<file path="config.mk">
export PLATFORM = sky130hd
export DESIGN_NAME = gpc_top
export DESIGN_NICKNAME = d
export VERILOG_FILES = /design/src/design/gpc_pkg.sv /design/src/design/gpc_chg.sv /design/src/design/gpc_port.sv /design/src/design/gpc_top.sv
export SDC_FILE = /design/constraint.sdc
export NUM_CORES = 1
export LEC_CHECK = 0
export BUFFER_PORTS_ARGS = -buffer_cell sky130_fd_sc_hd__buf_4
export CORE_ASPECT_RATIO = 0.6
export CORE_MARGIN = 2
export CORE_UTILIZATION = 45
export CTS_CLUSTER_SIZE = 30
export DETAILED_ROUTE_END_ITERATION = 8
export GPL_TIMING_DRIVEN = 0
export PLACE_DENSITY_LB_ADDON = 0.08
export SYNTH_ARGS = -nofsm -noshare
export SYNTH_HDL_FRONTEND = slang
export SYNTH_SLANG_ARGS = --single-unit
</file>
<file path="constraint.sdc">
create_clock -name sys_clk -period 2.4 [get_ports sys_clk]
set_input_delay 0.24 -clock sys_clk [delete_from_list [all_inputs] [get_ports sys_clk]]
set_output_delay 0.24 -clock sys_clk [all_outputs]
set_load 0.1 [all_outputs]
</file>
<file path="src/design/gpc_pkg.sv">
`default_nettype none
// Shared constants and carriers for the pin-change GPIO block.
package gpc_pkg;

  // Three ports; each port also forms one pin-change group.
  localparam int NPORT = 3;
  // Total number of pins over all ports.
  localparam int NPIN = 18;
  // Pin count of each port: low, mid and high group.
  localparam int PORT_W [0:NPORT-1] = '{8, 4, 6};
  // First global pin index of each port.
  localparam int PORT_LSB [0:NPORT-1] = '{0, 8, 12};
  // Width of the I/O register address.
  localparam int ADDR_W = 6;

  // Base address of each port's four registers.
  localparam logic [5:0] PORT_BASE [0:NPORT-1] =
    '{6'h00, 6'h04, 6'h14};
  // Register order inside one port block.
  localparam logic [1:0] OFS_PIN   = 2'h0;
  localparam logic [1:0] OFS_DIR   = 2'h1;
  localparam logic [1:0] OFS_LATCH = 2'h2;
  localparam logic [1:0] OFS_PULL  = 2'h3;

  // Pin-change mask registers, one per group.
  localparam logic [5:0] MASK_ADDR [0:NPORT-1] =
    '{6'h09, 6'h0A, 6'h1A};
  // Writable bits of each mask register.
  localparam logic [7:0] MASK_VALID [0:NPORT-1] =
    '{8'hFF, 8'h0F, 8'h3F};
  // Group flag register and global mask register.
  localparam logic [5:0] FLAG_ADDR = 6'h0B;
  localparam logic [5:0] GMASK_ADDR = 6'h0C;
  // Break-before-make control, one bit per port.
  localparam logic [5:0] BBM_ADDR = 6'h18;
  // Lowest bit of the group fields in flag and mask registers.
  localparam int GRP_LSB = 4;
  // Reset value of every register.
  localparam logic [7:0] REG_RST = 8'h00;

  // One register access from the core side.
  typedef struct packed {
    logic              wr;       // Full byte write.
    logic              rd;       // Byte read.
    logic              bit_set;  // Single-bit set.
    logic              bit_clr;  // Single-bit clear.
    logic [ADDR_W-1:0] addr;     // Register address.
    logic [2:0]        bit_sel;  // Bit number for bit operations.
    logic [7:0]        wdata;    // Write data.
  } gpc_io_req_t;

  // Write strobes toward one port.
  typedef struct packed {
    logic       latch_we;   // Load output latch.
    logic       dir_we;     // Load direction.
    logic       pull_we;    // Load pull-up enable.
    logic       toggle_we;  // Toggle latch where data is one.
    logic [7:0] data;       // Effective write data.
  } gpc_port_wr_t;

  // Register contents of one port, zero-extended.
  typedef struct packed {
    logic [7:0] latch;  // Output latch.
    logic [7:0] dir;    // Direction.
    logic [7:0] pull;   // Pull-up enable.
    logic [7:0] pin;    // Synchronised pin level.
  } gpc_port_view_t;

endpackage
`default_nettype wire

</file>
<file path="src/design/gpc_chg.sv">
`timescale 1ns/1ps
`default_nettype none
// Pin-change detector for one group of pins.
module gpc_chg #(
  parameter int W = 8
) (
  input  wire logic         sys_clk,
  input  wire logic         arst_n,
  input  wire logic [W-1:0] pin_sync,
  input  wire logic [W-1:0] mask,
  input  wire logic         enable,
  output logic              hit
);

  // The whole state: pin levels one clock earlier.
  typedef struct packed {
    logic [W-1:0] prev;
  } gpc_chg_st_t;

  gpc_chg_st_t st;       // Registered state.
  gpc_chg_st_t next_st;  // Next state.

  // Remember the level for the next comparison.
  always_comb
  begin
    next_st = st;
    next_st.prev = pin_sync;
  end

  // Register the state.
  always_ff @(posedge sys_clk or negedge arst_n)
  begin
    if (!arst_n)
      st <= '0;
    else
      st <= next_st;
  end

  // A masked pin that moved, with the group on, is a hit.
  assign hit = enable & (|((pin_sync ^ st.prev) & mask));

endmodule
`default_nettype wire

</file>
<file path="src/design/gpc_port.sv">
`timescale 1ns/1ps
`default_nettype none
// Register bits and pin drivers of one GPIO port.
module gpc_port #(
  parameter int W = 8
) (
  input  wire logic                    sys_clk,
  input  wire logic                    arst_n,
  input  wire gpc_pkg::gpc_port_wr_t   wr,
  input  wire logic                    bbm,
  input  wire logic [W-1:0]            pin_in,
  output gpc_pkg::gpc_port_view_t      view,
  output logic [W-1:0]                 pin_out,
  output logic [W-1:0]                 pin_oe,
  output logic [W-1:0]                 pin_pullup
);

  // The whole port state.
  typedef struct packed {
    logic [W-1:0] latch;  // Output latch.
    logic [W-1:0] dir;    // Direction, one is output.
    logic [W-1:0] pull;   // Pull-up enable.
    logic [W-1:0] oe;     // Driver enable seen on the pins.
    logic [W-1:0] s1;     // First synchroniser stage.
    logic [W-1:0] s2;     // Second stage, the pin input value.
  } gpc_port_st_t;

  gpc_port_st_t st;       // Registered state.
  gpc_port_st_t next_st;  // Next state.

  // Every bit is handled on its own, so a pin lent to another
  // function never disturbs its neighbours.
  always_comb
  begin
    next_st = st;
    // Two flops stand in for the latch plus flop sampler.
    next_st.s1 = pin_in;
    next_st.s2 = st.s1;
    // A full write loads the latch; a toggle flips only ones.
    if (wr.latch_we)
      next_st.latch = wr.data[W-1:0];
    else if (wr.toggle_we)
      next_st.latch = st.latch ^ wr.data[W-1:0];
    if (wr.dir_we)
      next_st.dir = wr.data[W-1:0];
    if (wr.pull_we)
      next_st.pull = wr.data[W-1:0];
    // An input to output turn stays off one clock under bbm;
    // output to input takes effect at once.
    next_st.oe = next_st.dir
               & ~({W{bbm}} & next_st.dir & ~st.dir);
  end

  // Reset clears the driver enables and pull-ups at once.
  always_ff @(posedge sys_clk or negedge arst_n)
  begin
    if (!arst_n)
      st <= '0;
    else
      st <= next_st;
  end

  // Pins follow the registered latch, enable and pull-up.
  assign pin_out    = st.latch;
  assign pin_oe     = st.oe;
  assign pin_pullup = st.pull;

  // Register view for the read path, one driver for the whole struct.
  // Field order is latch, direction, pull-up, then pin level.
  assign view = {8'(st.latch), 8'(st.dir), 8'(st.pull), 8'(st.s2)};

endmodule
`default_nettype wire

</file>
<file path="src/design/gpc_top.sv">
`timescale 1ns/1ps
`default_nettype none
// Top of the GPIO block with pin-change masks.
// Software reaches all registers over the byte-wide I/O port.
// Reads answer one clock after the request.

// Function
// - High group pins need mask and enable.
// - Mid group pins need mask and enable.
// - Low group pins need mask and enable.
// - Mid mask upper nibble reads zero.
// - Four registers per port.
// - Writing one to pin input toggles latch.
// - Single-bit set and clear touch one bit.
// - Direction one means output.
// - Output pin follows latch bit.
// - Pull-up follows its bit, any direction.
// - Reset tri-states pins without clock.
// - Break-before-make gives one off clock.
// - Break-before-make applies to whole port.
// - No off gap from output to input.
// - Other pins unaffected by alternate functions.
// - Pin input read through two-stage sampler.
// - Enabled pin change sets group flag.
module gpc_top (
  input  wire logic                        sys_clk,
  input  wire logic                        arst_n,
  input  wire gpc_pkg::gpc_io_req_t        io,
  input  wire logic [gpc_pkg::NPORT-1:0]   irq_ack,
  input  wire logic [gpc_pkg::NPIN-1:0]    pin_in,
  output logic [7:0]                       io_rdata,
  output logic [gpc_pkg::NPIN-1:0]         pin_out,
  output logic [gpc_pkg::NPIN-1:0]         pin_oe,
  output logic [gpc_pkg::NPIN-1:0]         pin_pullup,
  output logic [gpc_pkg::NPORT-1:0]        change_irq
);

  // Local shorthand for the port count.
  localparam int NP = gpc_pkg::NPORT;

  // The whole state of the top level.
  typedef struct packed {
    logic [NP-1:0][7:0] mask;    // Pin-change masks per group.
    logic [NP-1:0]      enable;  // Group enables.
    logic [NP-1:0]      flag;    // Group flags.
    logic [NP-1:0]      bbm;     // Break-before-make per port.
    logic [7:0]         rdata;   // Read answer.
    logic [NP-1:0]      irq;     // Group requests.
  } gpc_top_st_t;

  gpc_top_st_t st;       // Registered state.
  gpc_top_st_t next_st;  // Next state.

  // Per-port carriers between the top and the ports.
  gpc_pkg::gpc_port_wr_t   port_wr   [0:NP-1];
  gpc_pkg::gpc_port_view_t port_view [0:NP-1];
  // Change hit of each group.
  logic [NP-1:0] hit;

  // Decoded access, shared by the read and write paths.
  logic [7:0] cur;      // Present value at the address.
  logic       w1_reg;   // Address holds write-one bits.
  logic [7:0] bmask;    // One-hot bit operation mask.
  logic       wr_any;   // Any kind of write.
  logic [7:0] wd;       // Effective write data.

  // Read mux: the present value of the addressed register.
  always_comb
  begin
    cur = gpc_pkg::REG_RST;
    w1_reg = 1'b0;
    if (io.addr == gpc_pkg::FLAG_ADDR)
    begin
      // Group flags sit in bits 6:4 of the byte, from GRP_LSB up.
      cur[gpc_pkg::GRP_LSB +: NP] = st.flag;
      w1_reg = 1'b1;
    end
    else if (io.addr == gpc_pkg::GMASK_ADDR)
    begin
      // Group enables, other bits read zero.
      cur[gpc_pkg::GRP_LSB +: NP] = st.enable;
    end
    else if (io.addr == gpc_pkg::BBM_ADDR)
    begin
      // One break-before-make bit per port.
      cur[NP-1:0] = st.bbm;
    end
    else
    begin
      // Masks and port registers.
      for (int g = 0; g < NP; g++)
      begin
        if (io.addr == gpc_pkg::MASK_ADDR[g])
          cur = st.mask[g] & gpc_pkg::MASK_VALID[g];
        else if (io.addr[5:2] == gpc_pkg::PORT_BASE[g][5:2])
        begin
          // Four locations per port.
          if (io.addr[1:0] == gpc_pkg::OFS_PIN)
          begin
            cur = port_view[g].pin;
            w1_reg = 1'b1;
          end
          else if (io.addr[1:0] == gpc_pkg::OFS_DIR)
            cur = port_view[g].dir;
          else if (io.addr[1:0] == gpc_pkg::OFS_LATCH)
            cur = port_view[g].latch;
          else
            cur = port_view[g].pull;
        end
      end
    end
  end

  // Effective write data for full writes and bit operations.
  // A bit operation rewrites the byte with only one bit changed.
  // On write-one registers a set writes just the chosen bit and a clear writes zero, so no
  // other latch bit toggles and no other flag is cleared.
  always_comb
  begin
    bmask = 8'h01 << io.bit_sel;
    wr_any = io.wr | io.bit_set | io.bit_clr;
    if (io.wr)
      wd = io.wdata;
    else if (io.bit_set)
      wd = w1_reg ? bmask : (cur | bmask);
    else if (w1_reg)
      wd = 8'h00;
    else
      wd = cur & ~bmask;
  end

  // Write strobes toward each port.
  always_comb
  begin
    for (int g = 0; g < NP; g++)
    begin
      port_wr[g] = '0;
      port_wr[g].data = wd;
      if (wr_any && io.addr[5:2] == gpc_pkg::PORT_BASE[g][5:2])
      begin
        // Pin input writes toggle, the others load.
        if (io.addr[1:0] == gpc_pkg::OFS_PIN)
          port_wr[g].toggle_we = 1'b1;
        else if (io.addr[1:0] == gpc_pkg::OFS_DIR)
          port_wr[g].dir_we = 1'b1;
        else if (io.addr[1:0] == gpc_pkg::OFS_LATCH)
          port_wr[g].latch_we = 1'b1;
        else
          port_wr[g].pull_we = 1'b1;
      end
    end
  end

  // Next state of masks, enables, flags and the read answer.
  always_comb
  begin
    next_st = st;
    // Read data is captured on the read request.
    if (io.rd)
      next_st.rdata = cur;
    // Register writes.
    if (wr_any)
    begin
      if (io.addr == gpc_pkg::GMASK_ADDR)
        next_st.enable = wd[gpc_pkg::GRP_LSB +: NP];
      else if (io.addr == gpc_pkg::BBM_ADDR)
        next_st.bbm = wd[NP-1:0];
      for (int g = 0; g < NP; g++)
      begin
        // Reserved mask bits stay zero.
        if (io.addr == gpc_pkg::MASK_ADDR[g])
          next_st.mask[g] = wd & gpc_pkg::MASK_VALID[g];
      end
    end
    // Flags clear by a one written or by acknowledge; a new
    // change in the same clock wins over the clear.
    if (wr_any && io.addr == gpc_pkg::FLAG_ADDR)
      next_st.flag = st.flag & ~wd[gpc_pkg::GRP_LSB +: NP];
    next_st.flag = (next_st.flag & ~irq_ack) | hit;
    // Request stands while a flag and its enable are set.
    next_st.irq = next_st.flag & next_st.enable;
  end

  // Register the state.
  always_ff @(posedge sys_clk or negedge arst_n)
  begin
    if (!arst_n)
      st <= '0;
    else
      st <= next_st;
  end

  // One port and one change detector per group.
  // Group 0 is the low mask, 1 the mid, 2 the high.
  for (genvar g = 0; g < NP; g++)
  begin : g_port
    localparam int W = gpc_pkg::PORT_W[g];
    localparam int L = gpc_pkg::PORT_LSB[g];

    // Register bits and pin drivers.
    gpc_port #(
      .W (W)
    ) u_port (
      .sys_clk    (sys_clk),
      .arst_n     (arst_n),
      .wr         (port_wr[g]),
      .bbm        (st.bbm[g]),
      .pin_in     (pin_in[L +: W]),
      .view       (port_view[g]),
      .pin_out    (pin_out[L +: W]),
      .pin_oe     (pin_oe[L +: W]),
      .pin_pullup (pin_pullup[L +: W])
    );

    // Detection is gated by the mask and the group enable.
    gpc_chg #(
      .W (W)
    ) u_chg (
      .sys_clk  (sys_clk),
      .arst_n   (arst_n),
      .pin_sync (port_view[g].pin[W-1:0]),
      .mask     (st.mask[g][W-1:0]),
      .enable   (st.enable[g]),
      .hit      (hit[g])
    );
  end

  // Outputs straight from registers.
  assign io_rdata   = st.rdata;
  assign change_irq = st.irq;

endmodule
`default_nettype wire

</file>
[Word-level counts from Yosys, hierarchy flattened]
Cells that the tools add are included.
Operators by class
  multipliers: 0
  magnitude comparators: 0
  $add $sub $neg: 0
  shift-type cells: 1
  bitwise logic cells: 39
  muxes and demuxes: 60
  reduce and logical (&&, ||, !) cells: 16
  equality and inequality tests: 10
  div/mod/pow operators: 0
Operator list (count)
  $mux 8: 18
  $mux 4: 11
  $and 8x8->8: 5
  $and 6x6->6: 4
  $eq 6x4->1 const B: 4
  $mux 6: 4
  $not 8->8: 3
  $mux 3: 7
  $mux 1: 19
  $and 4x4->4: 4
  $xor 8x8->8: 2
  $eq 6x5->1 const B: 2
  $not 6->6: 2
  $xor 6x6->6: 2
  $and 3x3->3: 3
  $not 4->4: 2
  $or 8x8->8: 1
  $reduce_or 8->1: 1
  $shl 1x3->8 const A: 1
  $xor 4x4->4: 2
  $not 3->3: 2
  $reduce_and 2->1: 3
  $reduce_bool 2->1: 3
  $reduce_or 6->1: 1
  14 further kinds: 20
Storage, ports and cells
  bits in writable memories: 0
  register bits after elaboration: 164
  latch bits: 0
  bits in read-only memories: 0
  output and inout bits: 65
  memories: 0

[Depth between registers and ports, before layout]
  word-level depth: 23
  mapped depth: 10
  depth with buffers taken out: 6

[Cells and area by module]
Synthesis repeated with hierarchy kept, for this count alone.
Unflattened totals
  cell total of the unflattened synthesis: 694
  area, all modules: 8495.6 sq um
By module, submodules not included
  gpc_top: area each 3226.8 sq um, sequential area each 950.9 sq um, instances 1, cells each 314
  gpc_port at g_port[0].u_port: area each 1966.9 sq um, sequential area each 1201.2 sq um, instances 1, cells each 136
  gpc_port at g_port[2].u_port: area each 1507.7 sq um, sequential area each 900.9 sq um, instances 1, cells each 110
  gpc_port at g_port[1].u_port: area each 1088.5 sq um, sequential area each 600.6 sq um, instances 1, cells each 84
  gpc_chg at g_port[0].u_chg: area each 312.8 sq um, sequential area each 200.2 sq um, instances 1, cells each 22
  gpc_chg at g_port[2].u_chg: area each 235.2 sq um, sequential area each 150.1 sq um, instances 1, cells each 17
  gpc_chg at g_port[1].u_chg: area each 157.7 sq um, sequential area each 100.1 sq um, instances 1, cells each 11

[Worst setup path after synthesis]
OpenSTA, ideal clock, no wires.
  kind: input -> register
  start point: input io[11] (netlist name)
  end point: register st[12] (netlist name)
  arrival time: 2.039 ns
  setup time: 0.125 ns
  data required time: 2.275 ns
  setup slack: 0.237 ns
  stages on the path: 8
  cell sequence: buf_4 -> buf_4 -> mux4_2 -> and2_1 -> a2111oi_0 -> o21ai_0 -> and2_1 -> mux2_2
On the way
  longest elaborated chain between the ends: 17
  elaborated cells on any way between the ends: 47
  classes of those cells: eq/ne (8); mux (34); bitwise (3); reduce/logical (2)
RTL lines
  start, declared: RTL line gpc_top.sv:28  | input wire gpc_pkg::gpc_io_req_t io,
  $eq 2x2->1: RTL line gpc_top.sv:105  | else if (io.addr[1:0] == gpc_pkg::OFS_LATCH)
  $mux 8: RTL line gpc_top.sv:105
  $mux 8: RTL line gpc_top.sv:103  | else if (io.addr[1:0] == gpc_pkg::OFS_DIR)
  $mux 8: RTL line gpc_top.sv:98  | if (io.addr[1:0] == gpc_pkg::OFS_PIN)
  $mux 8: RTL line gpc_top.sv:95  | else if (io.addr[5:2] == gpc_pkg::PORT_BASE[g][5:2])
  $mux 8: RTL line gpc_top.sv:93  | if (io.addr == gpc_pkg::MASK_ADDR[g])
  $mux 8: RTL line gpc_top.sv:95
  $mux 8: RTL line gpc_top.sv:93
  $mux 8: RTL line gpc_top.sv:95
  $mux 8: RTL line gpc_top.sv:93
  $mux 3: RTL line gpc_top.sv:83  | else if (io.addr == gpc_pkg::BBM_ADDR)
  $mux 4: RTL line gpc_top.sv:78  | else if (io.addr == gpc_pkg::GMASK_ADDR)
  $mux 4: RTL line gpc_top.sv:72  | if (io.addr == gpc_pkg::FLAG_ADDR)
  $and 8x8->8 / $or 8x8->8 (equally long branches): RTL line gpc_top.sv:129, gpc_top.sv:125
  $mux 8, on equally long branches: RTL line gpc_top.sv:126, gpc_top.sv:125
  $mux 8: RTL line gpc_top.sv:124  | else if (io.bit_set)
  $mux 8: RTL line gpc_top.sv:122  | if (io.wr)
  end signal, assigned: RTL line gpc_top.sv:190  | st <= next_st;
  end, declared: RTL line gpc_top.sv:51  | gpc_top_st_t st;
Several ways; a longest one is shown, not always the timed one.
A chain may end at the register's enable or synchronous reset.

[Worst setup path in the final report]
  start point: register g_port[2].u_port.st (netlist bit g_port[2].u_port.pin_out[4])
  end point: register g_port[2].u_port.st (netlist bit g_port[2].u_port.pin_out[4])
On the way
  longest elaborated chain between the ends: 15
  elaborated cells on any way between the ends: 17
  classes of those cells: mux (14); bitwise (3)
RTL lines
  start, declared: RTL line gpc_port.sv:28  | gpc_port_st_t st;
  start signal, assigned: RTL line gpc_port.sv:60  | st <= next_st;
  $mux 6: RTL line gpc_top.sv:105
  $mux 8: RTL line gpc_top.sv:103
  $mux 8: RTL line gpc_top.sv:98
  $mux 8: RTL line gpc_top.sv:95
  $mux 8: RTL line gpc_top.sv:93
  $mux 5: RTL line gpc_top.sv:83
  $mux 3: RTL line gpc_top.sv:78
  $mux 3: RTL line gpc_top.sv:72
  $and 8x8->8 / $or 8x8->8 (equally long branches): RTL line gpc_top.sv:129, gpc_top.sv:125
  $mux 8, on equally long branches: RTL line gpc_top.sv:126, gpc_top.sv:125
  $mux 8: RTL line gpc_top.sv:124
  $mux 8: RTL line gpc_top.sv:122
  $xor 6x6->6: RTL line gpc_port.sv:43  | next_st.latch = st.latch ^ wr.data[W-1:0];
  $mux 6: RTL line gpc_port.sv:42  | else if (wr.toggle_we)
  $mux 6 *: RTL line gpc_port.sv:40  | if (wr.latch_we)
Every way passes the cells marked *; elsewhere a longest branch is shown, timed or not. The select of a mux whose other input is x is not followed.

==> impl_metrics.py <==
metrics = {
    "run_status": {
        "status": "finished with violations",
        "violations": "setup timing",
    },
    "die": {
        "fp.dieW_um": 176,
        "fp.dieArea_um2": 18800,
        "initial_core_util": 0.462,
        "num_io_pins": 109,
        "die_h_um": 107,
        "core_area_um2": 17300,
        "fp-row-count": 37,
    },
    "pwr": {
        "peakVddDrop_mv": 0.712,
        "p_leak_uw": 0.00452,
        "power.total_uw": 9140,
        "power_density_nw_per_um2": 904,
    },
    "sta": {
        "min_period_ns": 2.41,
        "fin_crit_sh": 1.00,
        "setup_violations": 1,
        "relSlewSlack": 0.132,
        "drv_slew": 0,
        "hold_viol_final": 0,
        "fin_skew_ns": 0.00998,
        "rsz0062_at_grt": "true",
        "max_clock_freq_mhz": 415,
        "worst_slack_ns": -0.00708,
        "whs_ns": 0.0949,
        "worst_slew_pin_slew_ns": 1.29,
    },
    "flow_run": {
        "maxCapViolCount": 0,
    },
    "worst_setup_path": {
        "required_ns": 2.71,
        "cp-start-kind": "register",
        "cp_max_fo": 6,
        "cp.arrival_ns": 2.72,
        "cp-end-kind": "register",
        "critPathKind": "reg2reg",
    },
    "global_routing": {
        "overflow": 0,
        "grt_pass1_vias": 6512,
        "grt_pass1_wl_mm": 40.1,
        "grt_max_degree": 87,
        "grt_use_total": 0.290,
        "antenna_found_initial": 0,
    },
    "routing": {
        "post_drt_wl_per_cell_um": 22.8,
        "vias": 6793,
        "drtIter0Drc": 728,
        "postRouteAntennaNets": 0,
        "viasPerCell": 5.82,
        "drc_errors": 0,
        "drt_pass1_iterations": 5,
        "drt-total-wl_mm": 26.6,
    },
    "layout": {
        "area_growth_pct": 26.7,
        "num-nets-final": 965,
        "fin_util": 0.585,
        "n_antenna_cell": 0,
        "drive_above_1_share": 0.293,
    },
    "logic_synthesis": {
        "postSynthCellCount": 763,
        "synth_seq_area_share": 0.514,
        "synthTopCellsByCount": "164 x dfrtp_1, 100 x nand2_1, 63 x o21ai_0",
        "ys_types": 75,
        "syn_avg_cell_area_um2": 10.5,
        "syn_area_um2": 7980,
        "async_reset_ff_frac": 1.00,
        "ys_seq_elements": 164,
        "yosysWarnings": 0,
        "yosysTopAreaCell": "dfrtp_1",
        "ys.flop_type": "dfrtp_1",
        "netlist_top_cells_area": "dfrtp_1 51%, buf_4 5.1%, mux4_2 5.1%",
        "syn_nets": 807,
        "synth-edff-count": 0,
        "yosysMostFrequentCell": "dfrtp_1",
        "synth_top_area_frac": 0.514,
    },
    "clock_network": {
        "clkTransAtPathRegs_ns": 0.07,
        "cts_tree": "done",
        "htree_levels": 4,
        "cts.sinks": 164,
        "clockBufferDepth": 2,
        "clk_latency_ns": 0.44,
        "root_buffer": "clkbuf_16",
        "numCtsBuffers": 17,
    },
    "place": {
        "dp_hpwl_mm": 19.3,
        "io_buffers": 107,
        "pre_cts_ws_ns": -0.931,
        "place_congestion": 0.897,
    },
    "worst_hold_path": {
        "hold_path_class": "in2reg",
    },
}
[metrics by stage]
step | area, um^2 | cells | TNS, ns
2_1_floorplan | 7980 | 763 | 0
3_3_place_gp | 9070 | 1104 | -55.91
3_5_place_dp | 9110 | 1105 | -56.74
4_1_cts | 9990 | 1161 | 0
5_1_grt | 10100 | 1168 | -0.0201
6_report | 10100 | 1168 | -0.00708
[state kept, by name, summed over array words and instances (netlist names)]
| register | flops |
|---|---|
| g_port.u_port.view | 36 |
| st | 27 |
| g_port.u_chg.st | 18 |
| g_port.u_port.next_st | 18 |
| g_port.u_port.pin_oe | 18 |
| g_port.u_port.pin_out | 18 |
| g_port.u_port.pin_pullup | 18 |
| io_rdata | 8 |
| change_irq | 3 |
[power breakdown]
part	leakage (uW)	switching [uW]	internal [uW]
Sequential	0.00205	312	3130
Clock	0.000287	1330	1400
Combinational	0.00219	2110	861
[placed cells by master, fill, tap and decap left out, types with 6 or more instances in the layout]
cell,n
xor2_1,24
dlygate4sd3_1,19
a21oi_1,35
nand2_1,100
nand2b_1,7
o21a_1,8
mux4_2,18
and2_1,11
nor3_1,11
clkbuf_16,17
nor2b_1,17
inv_1,9
a21o_1,6
buf_4,171
o21ai_1,11
mux2_2,9
a22oi_1,11
nor2_1,52
o21ai_0,59
nand3_1,14
clkbuf_1,23
a22o_1,6
dfrtp_1,163
[layout make-up]
| class | instances | area (um^2) |
|---|---|---|
| fill | 1473 | 7160 |
| inverter | 9 | 33.8 |
| tap | 234 | 293 |
| multi-input combinational | 504 | 3410 |
| clock buffer | 18 | 429 |
| timing repair buffer | 139 | 1130 |
| sequential | 164 | 4110 |
| buffer | 86 | 552 |
| clock inverter | 14 | 158 |
[critical path: stages (launching register included)]
cell and delay, ns:
dfrtp_1 0.49, mux4_2 0.55, a22oi_2 0.28, a31oi_2 0.26, or2_1 0.36, a221o_1 0.35
[final timing paths]
check | cells after the start | startpoint | endpoint | slack, ns
min in group asynchronous | 2 | arst_n | g_port[2].u_port.view[17] | 0.36
hold reg to reg | 0 | g_port[1].u_port.next_st[2] | g_port[1].u_port.view[2] | 0.35
setup reg to reg | 5 | g_port[2].u_port.pin_out[4] | g_port[2].u_port.pin_out[4] | -0.007
setup / recovery | 5 | g_port[2].u_port.pin_out[4] | g_port[2].u_port.pin_out[4] | -0.007
max in group asynchronous | 3 | arst_n | change_irq[2] | 1.19
hold / removal | 2 | io[19] | io_rdata[6] | 0.09
[cell families after synthesis]
kind of cell,after synthesis,synth area share
AND/OR/NAND/NOR,243,0.148
flip-flops,164,0.514
AO/OA/AOI/OAI,206,0.171
multiplexers,29,0.0660
buffers and inverters,95,0.0718
XOR/XNOR,26,0.0285
[layer usage]
metal / part of all wire / global-route usage
met1: 0.48 / 0.456
met2: 0.41 / 0.403
met3: 0.088 / 0.0656
met4: 0.014 / 0.0702
met5: 0 / 0
[what timing repair did]
action                                  CTS  global route
hold buffers                             19             0
cloned                                    0             0
buffers inserted                          5             6
endpoints found under the setup margin   68            47
resized for setup                        16            17
pin swaps                                 2             5
hold endpoints to repair                 96             0
(Power assumes the default switching activity.)
